`src/verilog/framer_pkg.sv`:
```
// Constants and types for the upstream request, map and probe framer
package framer_pkg;
  localparam int CLK_FREQ_MHZ = 25;
  localparam int FLUSH_TIME_US = 100;
  localparam int FLUSH_CYCLES = FLUSH_TIME_US * CLK_FREQ_MHZ;
  localparam int BLK_BYTES = 16;
  localparam int BLK_BITS = 128;
  localparam int BLK_PAD_BITS = 7;
  localparam int MAX_BLOCKS = 64;
  localparam int MAP_MAX_BYTES = 1500;
  localparam int MAP_ELEM_OFFSET = 16;
  localparam int PROBE_PKT_MAX = 1024;
  localparam int ST_VALID_BIT = 2;
  localparam int ST_UNITS_BIT = 1;
  localparam int ST_TYPE_BIT = 0;
  localparam logic [1:0] HDR_VERSION_1 = 2'h0;
  localparam logic [1:0] SEG_BEGIN_END = 2'h3;
  localparam logic [3:0] NULL_USAGE_CODE = 4'h7;
  localparam logic [7:0] ONE_SEGMENT = 8'h01;

  typedef enum logic [1:0] {
    REQ_IDLE = 2'b00,
    REQ_SEND = 2'b01,
    REQ_HOLD = 2'b11,
    REQ_LAST = 2'b10
  } req_state_t;
endpackage

```
`src/verilog/upstream_request_map_framer.sv`:
```
// Request block framer, map segment receiver and probe packetiser
`timescale 1ns/10ps
module upstream_request_map_framer import framer_pkg::*; #(
  parameter int MAX_BLK = MAX_BLOCKS,
  parameter int FLUSH_CYC = FLUSH_CYCLES,
  parameter int MAP_MAX = MAP_MAX_BYTES,
  parameter int ELEM_OFS = MAP_ELEM_OFFSET,
  parameter int PROBE_MAX = PROBE_PKT_MAX,
  parameter int CH_W = 8
) (
  input wire logic clk,
  input wire logic rst_n,
  input wire logic req_valid,
  output logic req_ready,
  input wire logic req_piggyback,
  input wire logic req_frag_concat,
  input wire logic req_byte_units,
  input wire logic [2:0] req_cluster,
  input wire logic req_cluster_valid,
  input wire logic [3:0] req_interval_usage_code,
  input wire logic [15:0] req_size,
  input wire logic [13:0] req_scheduled_identifier,
  input wire logic [13:0] req_embedded_identifier,
  input wire logic req_embedded_present,
  input wire logic [31:0] req_start_minislot,
  input wire logic [31:0] req_session,
  output logic req_dropped,
  output logic rq_out_valid,
  input wire logic rq_out_ready,
  output logic [7:0] rq_out_data,
  output logic rq_out_first,
  output logic rq_out_last,
  output logic [7:0] rq_out_blocks,
  output logic [1:0] rq_seg_flags,
  input wire logic map_valid,
  input wire logic [7:0] map_data,
  input wire logic map_first,
  input wire logic map_last,
  input wire logic [CH_W-1:0] map_channel,
  input wire logic map_seg_begin,
  input wire logic map_seg_end,
  input wire logic [7:0] map_seg_count,
  output logic mo_valid,
  output logic [7:0] mo_data,
  output logic mo_first,
  output logic mo_last,
  output logic [CH_W-1:0] mo_channel,
  output logic map_null_seen,
  output logic map_error,
  input wire logic probe_in_valid,
  output logic probe_in_ready,
  input wire logic [7:0] probe_in_data,
  input wire logic probe_in_hdr,
  input wire logic probe_in_end,
  output logic probe_out_valid,
  input wire logic probe_out_ready,
  output logic [7:0] probe_out_data,
  output logic probe_out_hdr,
  output logic probe_out_first,
  output logic probe_out_last,
  output logic probe_out_unit_start,
  output logic probe_out_unit_end,
  output logic probe_error
);
  localparam int NB_W = $clog2(MAX_BLK + 1);
  localparam int TM_W = $clog2(FLUSH_CYC + 1);
  localparam int MP_W = $clog2(MAP_MAX + 1);
  localparam int PC_W = $clog2(PROBE_MAX + 1);

  typedef struct packed {
    req_state_t st;
    logic [BLK_BITS-1:0] blk;
    logic [3:0] idx;
    logic [NB_W-1:0] nblk;
    logic [TM_W-1:0] tmr;
    logic first;
    logic endpkt;
    logic drop_p;
    logic [MP_W-1:0] m_pos;
    logic [1:0] m_ph;
    logic [23:0] m_sh;
    logic m_skip;
    logic mo_v;
    logic [7:0] mo_d;
    logic mo_f;
    logic mo_l;
    logic [CH_W-1:0] mo_ch;
    logic m_err;
    logic m_null;
    logic po_v;
    logic [7:0] po_d;
    logic po_h;
    logic po_f;
    logic po_l;
    logic po_us;
    logic po_ue;
    logic [PC_W-1:0] p_cnt;
    logic p_mid;
    logic p_err;
  } state_t;

  state_t r_reg;
  state_t r_next;

  logic drop;
  logic b_s_valid;
  logic b_s_ready;
  logic b_m_valid;
  logic b_m_ready;
  logic [BLK_BITS-1:0] blk_in;
  logic [BLK_BITS-1:0] b_m_data;
  logic more;
  logic tmr_done;
  logic m_skip;
  logic [MP_W-1:0] m_pos;
  logic [1:0] m_ph;
  logic m_bad;
  logic m_is_null;
  logic p_take;
  logic p_pkt_end;

  function automatic logic [BLK_BITS-1:0] build_block(
    input logic piggyback,
    input logic byte_units,
    input logic [2:0] cluster,
    input logic cluster_valid,
    input logic [3:0] usage_code,
    input logic [15:0] size,
    input logic [13:0] sched,
    input logic [13:0] emb,
    input logic emb_present,
    input logic [31:0] start,
    input logic [31:0] session
  );
    logic [7:0] status;
    status = {HDR_VERSION_1, cluster, 3'h0};
    status[ST_VALID_BIT] = cluster_valid;
    status[ST_UNITS_BIT] = byte_units;
    status[ST_TYPE_BIT] = piggyback;
    build_block = {
      status,
      1'b0,
      usage_code,
      size,
      sched,
      emb_present ? emb : 14'h0000,
      start,
      session,
      {BLK_PAD_BITS{1'b0}}
    };
  endfunction

  function automatic logic [3:0] usage_of(input logic [31:0] elem);
    usage_of = elem[17:14];
  endfunction

  assign drop = req_piggyback && req_frag_concat;
  assign b_s_valid = req_valid && !drop;
  assign req_ready = drop || b_s_ready;

  assign blk_in = build_block(req_piggyback, req_byte_units, req_cluster,
    req_cluster_valid, req_interval_usage_code, req_size,
    req_scheduled_identifier, req_embedded_identifier,
    req_embedded_present, req_start_minislot, req_session);

  two_entry_buffer #(
    .WIDTH(BLK_BITS),
    .DEPTH(2)
  ) u_req_buf (
    .clk(clk),
    .rst_n(rst_n),
    .s_valid(b_s_valid),
    .s_ready(b_s_ready),
    .s_data(blk_in),
    .m_valid(b_m_valid),
    .m_ready(b_m_ready),
    .m_data(b_m_data)
  );

  assign more = b_m_valid && (r_reg.nblk < NB_W'(MAX_BLK));
  assign tmr_done = (r_reg.tmr == TM_W'(FLUSH_CYC));

  assign m_bad = !(map_seg_begin && map_seg_end &&
    (map_seg_count == ONE_SEGMENT));
  assign m_skip = map_first ? m_bad : r_reg.m_skip;
  assign m_pos = map_first ? '0 : r_reg.m_pos;
  assign m_ph = map_first ? 2'h0 : r_reg.m_ph;
  assign m_is_null = (m_ph == 2'h3) &&
    (usage_of({r_reg.m_sh, map_data}) == NULL_USAGE_CODE);

  assign probe_in_ready = !r_reg.po_v || probe_out_ready;
  assign p_take = probe_in_valid && probe_in_ready;
  assign p_pkt_end = probe_in_end || (r_reg.p_cnt == PC_W'(PROBE_MAX - 1));

  always_comb begin
    r_next = r_reg;
    b_m_ready = 1'b0;
    r_next.drop_p = req_valid && drop;
    r_next.mo_v = 1'b0;
    r_next.m_err = 1'b0;
    r_next.m_null = 1'b0;
    r_next.p_err = 1'b0;
    if (r_reg.st != REQ_IDLE && !tmr_done) begin
      r_next.tmr = TM_W'(r_reg.tmr + 1'b1);
    end
    // blocks from all channels, one segment
    case (r_reg.st)
      REQ_IDLE: begin
        if (b_m_valid) begin
          b_m_ready = 1'b1;
          r_next.blk = b_m_data;
          r_next.idx = 4'h0;
          r_next.nblk = NB_W'(1);
          r_next.tmr = '0;
          r_next.first = 1'b1;
          r_next.st = REQ_SEND;
        end
      end
      REQ_SEND: begin
        if (rq_out_ready) begin
          r_next.blk = r_reg.blk << 8;
          r_next.first = 1'b0;
          r_next.idx = 4'(r_reg.idx + 1'b1);
          if (r_reg.idx == 4'(BLK_BYTES - 2)) begin
            r_next.st = REQ_HOLD;
          end
        end
      end
      REQ_HOLD: begin
        if (more) begin
          r_next.endpkt = 1'b0;
          r_next.st = REQ_LAST;
        end else if (tmr_done || r_reg.nblk == NB_W'(MAX_BLK)) begin
          r_next.endpkt = 1'b1;
          r_next.st = REQ_LAST;
        end
      end
      REQ_LAST: begin
        if (rq_out_ready) begin
          r_next.first = 1'b0;
          if (r_reg.endpkt) begin
            r_next.st = REQ_IDLE;
          end else begin
            b_m_ready = 1'b1;
            r_next.blk = b_m_data;
            r_next.idx = 4'h0;
            r_next.nblk = NB_W'(r_reg.nblk + 1'b1);
            r_next.st = REQ_SEND;
          end
        end
      end
      default: begin
        r_next.st = REQ_IDLE;
      end
    endcase

    if (map_valid) begin
      r_next.m_skip = m_skip;
      if (map_first && m_bad) begin
        r_next.m_err = 1'b1;
      end
      if (!m_skip) begin
        r_next.mo_v = 1'b1;
        r_next.mo_d = map_data;
        r_next.mo_f = map_first;
        r_next.mo_l = map_last;
        r_next.mo_ch = map_channel;
        r_next.m_pos = MP_W'(m_pos + 1'b1);
        if (m_pos >= MP_W'(ELEM_OFS)) begin
          r_next.m_ph = 2'(m_ph + 1'b1);
          r_next.m_sh = {r_reg.m_sh[15:0], map_data};
          if (m_is_null) begin
            r_next.mo_l = 1'b1;
            r_next.m_null = 1'b1;
            r_next.m_skip = 1'b1;
          end
        end else begin
          r_next.m_ph = 2'h0;
        end
        if (m_pos == MP_W'(MAP_MAX - 1) && !map_last && !m_is_null) begin
          r_next.mo_l = 1'b1;
          r_next.m_err = 1'b1;
          r_next.m_skip = 1'b1;
        end
      end
    end

    if (r_reg.po_v && probe_out_ready) begin
      r_next.po_v = 1'b0;
    end
    if (p_take) begin
      r_next.po_v = 1'b1;
      r_next.po_d = probe_in_data;
      r_next.po_h = probe_in_hdr;
      r_next.po_f = (r_reg.p_cnt == '0);
      r_next.po_l = p_pkt_end;
      r_next.po_us = !r_reg.p_mid;
      r_next.po_ue = probe_in_end;
      r_next.p_cnt = p_pkt_end ? '0 : PC_W'(r_reg.p_cnt + 1'b1);
      r_next.p_mid = !probe_in_end;
      if (!r_reg.p_mid && !probe_in_hdr) begin
        r_next.p_err = 1'b1;
      end
    end
  end

  always_ff @(posedge clk or negedge rst_n) begin
    if (!rst_n) begin
      r_reg <= '0;
    end else begin
      r_reg <= r_next;
    end
  end

  assign req_dropped = r_reg.drop_p;
  assign rq_out_valid = (r_reg.st == REQ_SEND) || (r_reg.st == REQ_LAST);
  assign rq_out_data = r_reg.blk[BLK_BITS-1 -: 8];
  assign rq_out_first = r_reg.first;
  assign rq_out_last = (r_reg.st == REQ_LAST) && r_reg.endpkt;
  assign rq_out_blocks = 8'(r_reg.nblk);
  assign rq_seg_flags = SEG_BEGIN_END;
  assign mo_valid = r_reg.mo_v;
  assign mo_data = r_reg.mo_d;
  assign mo_first = r_reg.mo_f;
  assign mo_last = r_reg.mo_l;
  assign mo_channel = r_reg.mo_ch;
  assign map_null_seen = r_reg.m_null;
  assign map_error = r_reg.m_err;
  assign probe_out_valid = r_reg.po_v;
  assign probe_out_data = r_reg.po_d;
  assign probe_out_hdr = r_reg.po_h;
  assign probe_out_first = r_reg.po_f;
  assign probe_out_last = r_reg.po_l;
  assign probe_out_unit_start = r_reg.po_us;
  assign probe_out_unit_end = r_reg.po_ue;
  assign probe_error = r_reg.p_err;
endmodule

```
`src/verilog/two_entry_buffer.sv`:
```
// Small ring buffer with valid and ready on both sides
`timescale 1ns/10ps
module two_entry_buffer import framer_pkg::*; #(
  parameter int WIDTH = 128,
  parameter int DEPTH = 2
) (
  input wire logic clk,
  input wire logic rst_n,
  input wire logic s_valid,
  output logic s_ready,
  input wire logic [WIDTH-1:0] s_data,
  output logic m_valid,
  input wire logic m_ready,
  output logic [WIDTH-1:0] m_data
);
  localparam int AW = (DEPTH > 1) ? $clog2(DEPTH) : 1;
  localparam int CW = $clog2(DEPTH + 1);

  typedef struct packed {
    logic [DEPTH-1:0][WIDTH-1:0] mem;
    logic [AW-1:0] wp;
    logic [AW-1:0] rp;
    logic [CW-1:0] cnt;
  } buf_state_t;

  buf_state_t r_reg;
  buf_state_t r_next;
  logic push;
  logic pop;

  function automatic logic [AW-1:0] wrap_inc(input logic [AW-1:0] p);
    wrap_inc = (p == AW'(DEPTH - 1)) ? '0 : AW'(p + 1'b1);
  endfunction

  assign s_ready = (r_reg.cnt != CW'(DEPTH));
  assign m_valid = (r_reg.cnt != '0);
  assign m_data = r_reg.mem[r_reg.rp];
  assign push = s_valid && s_ready;
  assign pop = m_valid && m_ready;

  always_comb begin
    r_next = r_reg;
    if (push) begin
      r_next.mem[r_reg.wp] = s_data;
      r_next.wp = wrap_inc(r_reg.wp);
    end
    if (pop) begin
      r_next.rp = wrap_inc(r_reg.rp);
    end
    if (push && !pop) begin
      r_next.cnt = CW'(r_reg.cnt + 1'b1);
    end else if (pop && !push) begin
      r_next.cnt = CW'(r_reg.cnt - 1'b1);
    end
  end

  always_ff @(posedge clk or negedge rst_n) begin
    if (!rst_n) begin
      r_reg <= '0;
    end else begin
      r_reg <= r_next;
    end
  end
endmodule

```
`config.mk`:
```
export PLATFORM = sky130hd
export DESIGN_NAME = upstream_request_map_framer
export DESIGN_NICKNAME = d
export VERILOG_FILES = /design/src/verilog/framer_pkg.sv /design/src/verilog/upstream_request_map_framer.sv /design/src/verilog/two_entry_buffer.sv
export SDC_FILE = /design/constraint.sdc
export NUM_CORES = 1
export LEC_CHECK = 0
export BUFFER_PORTS_ARGS = -buffer_cell sky130_fd_sc_hd__buf_2
export CORE_ASPECT_RATIO = 1.4
export CORE_MARGIN = 1.5
export CORE_UTILIZATION = 49
export CTS_CLUSTER_DIAMETER = 30
export CTS_CLUSTER_SIZE = 12
export DETAILED_ROUTE_END_ITERATION = 16
export GPL_ROUTABILITY_DRIVEN = 1
export PLACE_DENSITY = 0.68
export SETUP_SLACK_MARGIN = 0.15
export SYNTH_ARGS = -nofsm -noshare
export SYNTH_HDL_FRONTEND = slang
export SYNTH_SLANG_ARGS = --single-unit
```
`constraint.sdc`:
```
create_clock -name clk -period 2.5 [get_ports clk]
set_input_delay 0.25 -clock clk [delete_from_list [all_inputs] [get_ports clk]]
set_output_delay 0.25 -clock clk [all_outputs]
set_load 0.02 [all_outputs]
```
==> results.cfg <==
[clocking]
path_clk_slew_ps = 50
htree_levels = 3
cts_tree = done
insertion_delay_ps = 600
clock_path_buffers = 3
numCtsBuffers = 86
clock_sinks = 457
cts_root_buf = clkbuf_16

[yosys]
synth_edf_count = 0
synthAdderAreaFrac = 0.00908
synthCells = 1735
avgSynthCellArea_sq_um = 11.9
synth_xor_area_frac = 0.00805
synth_ff_type = dfrtp_1
async_flop_share = 1.00
netlist_area_sq_um = 20700
synth_top_family_by_area = multiplexers
synthDistinctLibCells = 61
yosysWarnings = 0
synth_compound_area_frac = 0.0995
yosysSeqAreaShare = 0.554
muxShareOfSynthArea = 0.194
synth_seq_cells = 457
yosys.area_share.simple = 0.0882

[power]
p_comb_frac = 0.352
cellInternalPower_mw = 26.3
seqPwrFrac = 0.316
switching_share = 0.318
p_switching_mw = 12.3
power_mw = 38.6
vdd_ir_drop_max_v = 0.00123
power_frac_clock = 0.332
leakage_nw = 12.6
power.density_nw_per_um2 = 1430

[sta]
worst_slew_pin_slew_ps = 640
skew_ps = 18.3
grt_setup_unrepaired = no
finalCriticalPeriod_ps = 2080
report.final.slew_viol_count = 0
max_freq_ghz = 0.480
finalHoldViolations = 0
setup_tns_ps = 0
setup_violations = 0
relSlewSlack = 0.573
period_share = 0.834

[setup_path]
r2r_start = r_reg[240]$_DFFE_PN0P_
crit_start = r_reg[240]$_DFFE_PN0P_
end_kind = flop
max_stage_delay_ps = 410
cp_data_arrival_time_ps = 2550
path_class = reg -> reg
startpoint_type = flop
crit_required_ps = 2970
crit_top_cell = buf_12
crit_fanout = 34
path_cells = inv_1 -> ha_1 -> o31ai_4 -> buf_12 -> buf_12 -> a2bb2oi_1 -> o21ai_0
cp_slowest_cell = ha_1

[placement]
hpwl_microns = 29800
placed_area_sq_um = 22300
portBuffers = 221
gp_congestion = 0.810

[cells_and_area]
finalInstanceArea_sq_um = 26900
seq_area_sq_um = 11400
nNetsFinal = 2261
drive_gt1_frac = 0.308
multi_input_comb_area_sq_um = 8300
largest_reg_flops = 240
area_delta_synth_final_pct = 30.4
num-fill-cells = 3173

[status]
status = completed

[detailed_routing]
drt_pass1_iterations = 5
wl_per_cell_microns = 17.7
num_vias = 14300
drc = 0
via_per_inst = 5.32
drt_iter0_drc = 874
drt_wl_total_microns = 47700
postRouteAntennaNets = 0

[worst_hold_path]
worstHoldPathType = in -> reg
min_from = req_embedded_identifier[11]

[flow_run]
max_cap_violations = 0

[die]
die_x_microns = 177
core_area_sq_um = 41400
start_util = 0.499
fp.dieArea_sq_um = 43400
rows = 88
io_pins = 225
die_h_microns = 246

[global_routing]
grt_pass1_vias = 15000
grt_pass1_wl_microns = 77100
grt.total_usage = 0.224
grt_start_max_net_pins = 77
antenna_found_initial = 2
grt-ovfl-total = 0
==> Yosys cell counts (all sizes together) (2+ instances only) <==
library cell | n | area share
ha | 15 | 0.0091
dfrtp | 457 | 0.55
nor4 | 6 | 0.0018
clkbuf | 40 | 0.0075
a22o | 7 | 0.0030
o21bai | 2 | 0.00073
a31oi | 2 | 0.00061
xnor2 | 8 | 0.0034
mux2i | 127 | 0.062
nand3b | 2 | 0.00073
nor2b | 11 | 0.0033
o21ai | 144 | 0.035
and4 | 3 | 0.0013
buf | 112 | 0.037
a21boi | 2 | 0.00073
a2bb2oi | 110 | 0.047
mux2 | 243 | 0.13
nand3 | 19 | 0.0048
and2 | 20 | 0.0061
nand2b | 11 | 0.0033
xor2 | 11 | 0.0047
o31ai | 14 | 0.0051
and4b | 3 | 0.0015
a21oi | 13 | 0.0031
nor3b | 2 | 0.00073
inv | 14 | 0.0025
nand2 | 253 | 0.046
and3 | 7 | 0.0021
a41oi | 2 | 0.00085
nand4 | 9 | 0.0027
o211ai | 2 | 0.0012
nor3 | 8 | 0.0019
or4 | 3 | 0.0011
conb | 2 | 0.00036
or2 | 3 | 0.00091
or3 | 5 | 0.0015
nor2 | 31 | 0.0060
==> final cells by class <==
| type | instances | area share |
|---|---|---|
| Clock buffer | 105 | 0.0886 |
| Clock inverter | 55 | 0.0316 |
| Timing Repair Buffer | 409 | 0.119 |
| Multi-Input combinational cell | 1113 | 0.308 |
| Sequential cell | 457 | 0.425 |
| Inverter | 14 | 0.00195 |
| Antenna cell | 2 | 0.000186 |
| Tap cell | 540 | 0.0251 |
==> timing repair <==
action,CTS,global route
buffers inserted,0,1
hold endpoints to repair,301,0
endpoints found under the setup margin,0,10
hold buffers,139,0
resized for setup,0,2
==> final timing paths <==
kind	to	slack, ps	cells past startpoint
worst min register to register	r_reg[74]$_DFFE_PN0P_	460	2
worst max-delay path	r_reg[169]$_DFFE_PN0P_	420	7
max in group asynchronous	u_req_buf.r_reg[238]$_DFFE_PN0P_	1480	3
min in group asynchronous	u_req_buf.r_reg[39]$_DFFE_PN0P_	210	2
worst max register to register	r_reg[169]$_DFFE_PN0P_	420	7
worst min-delay path	u_req_buf.r_reg[214]$_DFFE_PN0P_	30	3
==> worst max-delay path: cells and delay by family, from the launching register on <==
family	cells	cell delay [ps]
AOI/OAI and AO/OA	3	580
DFF	1	380
adders and majority gates	1	410
buffers and inverters	3	550
==> power groups by stage <==
stage          clock network (mW)  registers (mW)  logic, mW
2_1_floorplan                   0            11.6       10.5
3_3_place_gp                    0            12.1       12.9
3_5_place_dp                    0            12.3       13.2
4_1_cts                      13.0            12.2       13.5
5_1_grt                      13.4            12.5       14.8
6_report                     12.8            12.2       13.6
==> stage by stage <==
| step | hold slack (ps) | worst slack (ps) | utilization | instances |
|---|---|---|---|---|
| 5_1_grt | 22.9 | 269 | 0.651 | 2695 |
| 6_report | 32.0 | 416 | 0.651 | 2695 |
| 3_3_place_gp | 250 | 404 | 0.538 | 2392 |
| 3_5_place_dp | 252 | 330 | 0.538 | 2392 |
| 2_1_floorplan | -45.6 | 487 | - | 1736 |
| 4_1_cts | 8.08 | 268 | 0.650 | 2691 |
==> layer usage <==
metal | track usage | share of wire | up-vias
met5 | 0 | 0 | -
met4 | 0.0835 | 0.024 | 0
met3 | 0.0473 | 0.042 | 89
met2 | 0.386 | 0.51 | 301
met1 | 0.275 | 0.42 | 7147
li1 | - | - | 6811
==> cells by family after synthesis <==
family / after synthesis
muxes: 370
DFF: 457
xor gates and xnor gates: 19
buffers and inverters: 166
and+or+nand+nor: 401
AOI/OAI and AO/OA: 305
other: 2
adders and majority gates: 15
==> cell usage in the layout, fill, tap and decap left out, types with 13 or more instances in the layout <==
master | synthesis | final
dfrtp_1 | 457 | 456
buf_12 | 0 | 26
a2bb2oi_1 | 110 | 110
o21ai_0 | 102 | 102
buf_4 | 48 | 22
mux2_1 | 19 | 19
mux2_2 | 224 | 224
and2_1 | 19 | 18
clkbuf_16 | 0 | 90
nand3_1 | 18 | 18
nand2_1 | 252 | 252
bufinv_16 | 0 | 20
nor2_1 | 30 | 30
mux2i_1 | 127 | 127
o21ai_1 | 42 | 41
ha_1 | 15 | 14
dlygate4sd3_1 | 0 | 139
o31ai_1 | 14 | 13
a21oi_1 | 13 | 13
buf_2 | 41 | 220
clkinv_2 | 0 | 16
inv_1 | 13 | 13
(Power assumes the default switching activity.)
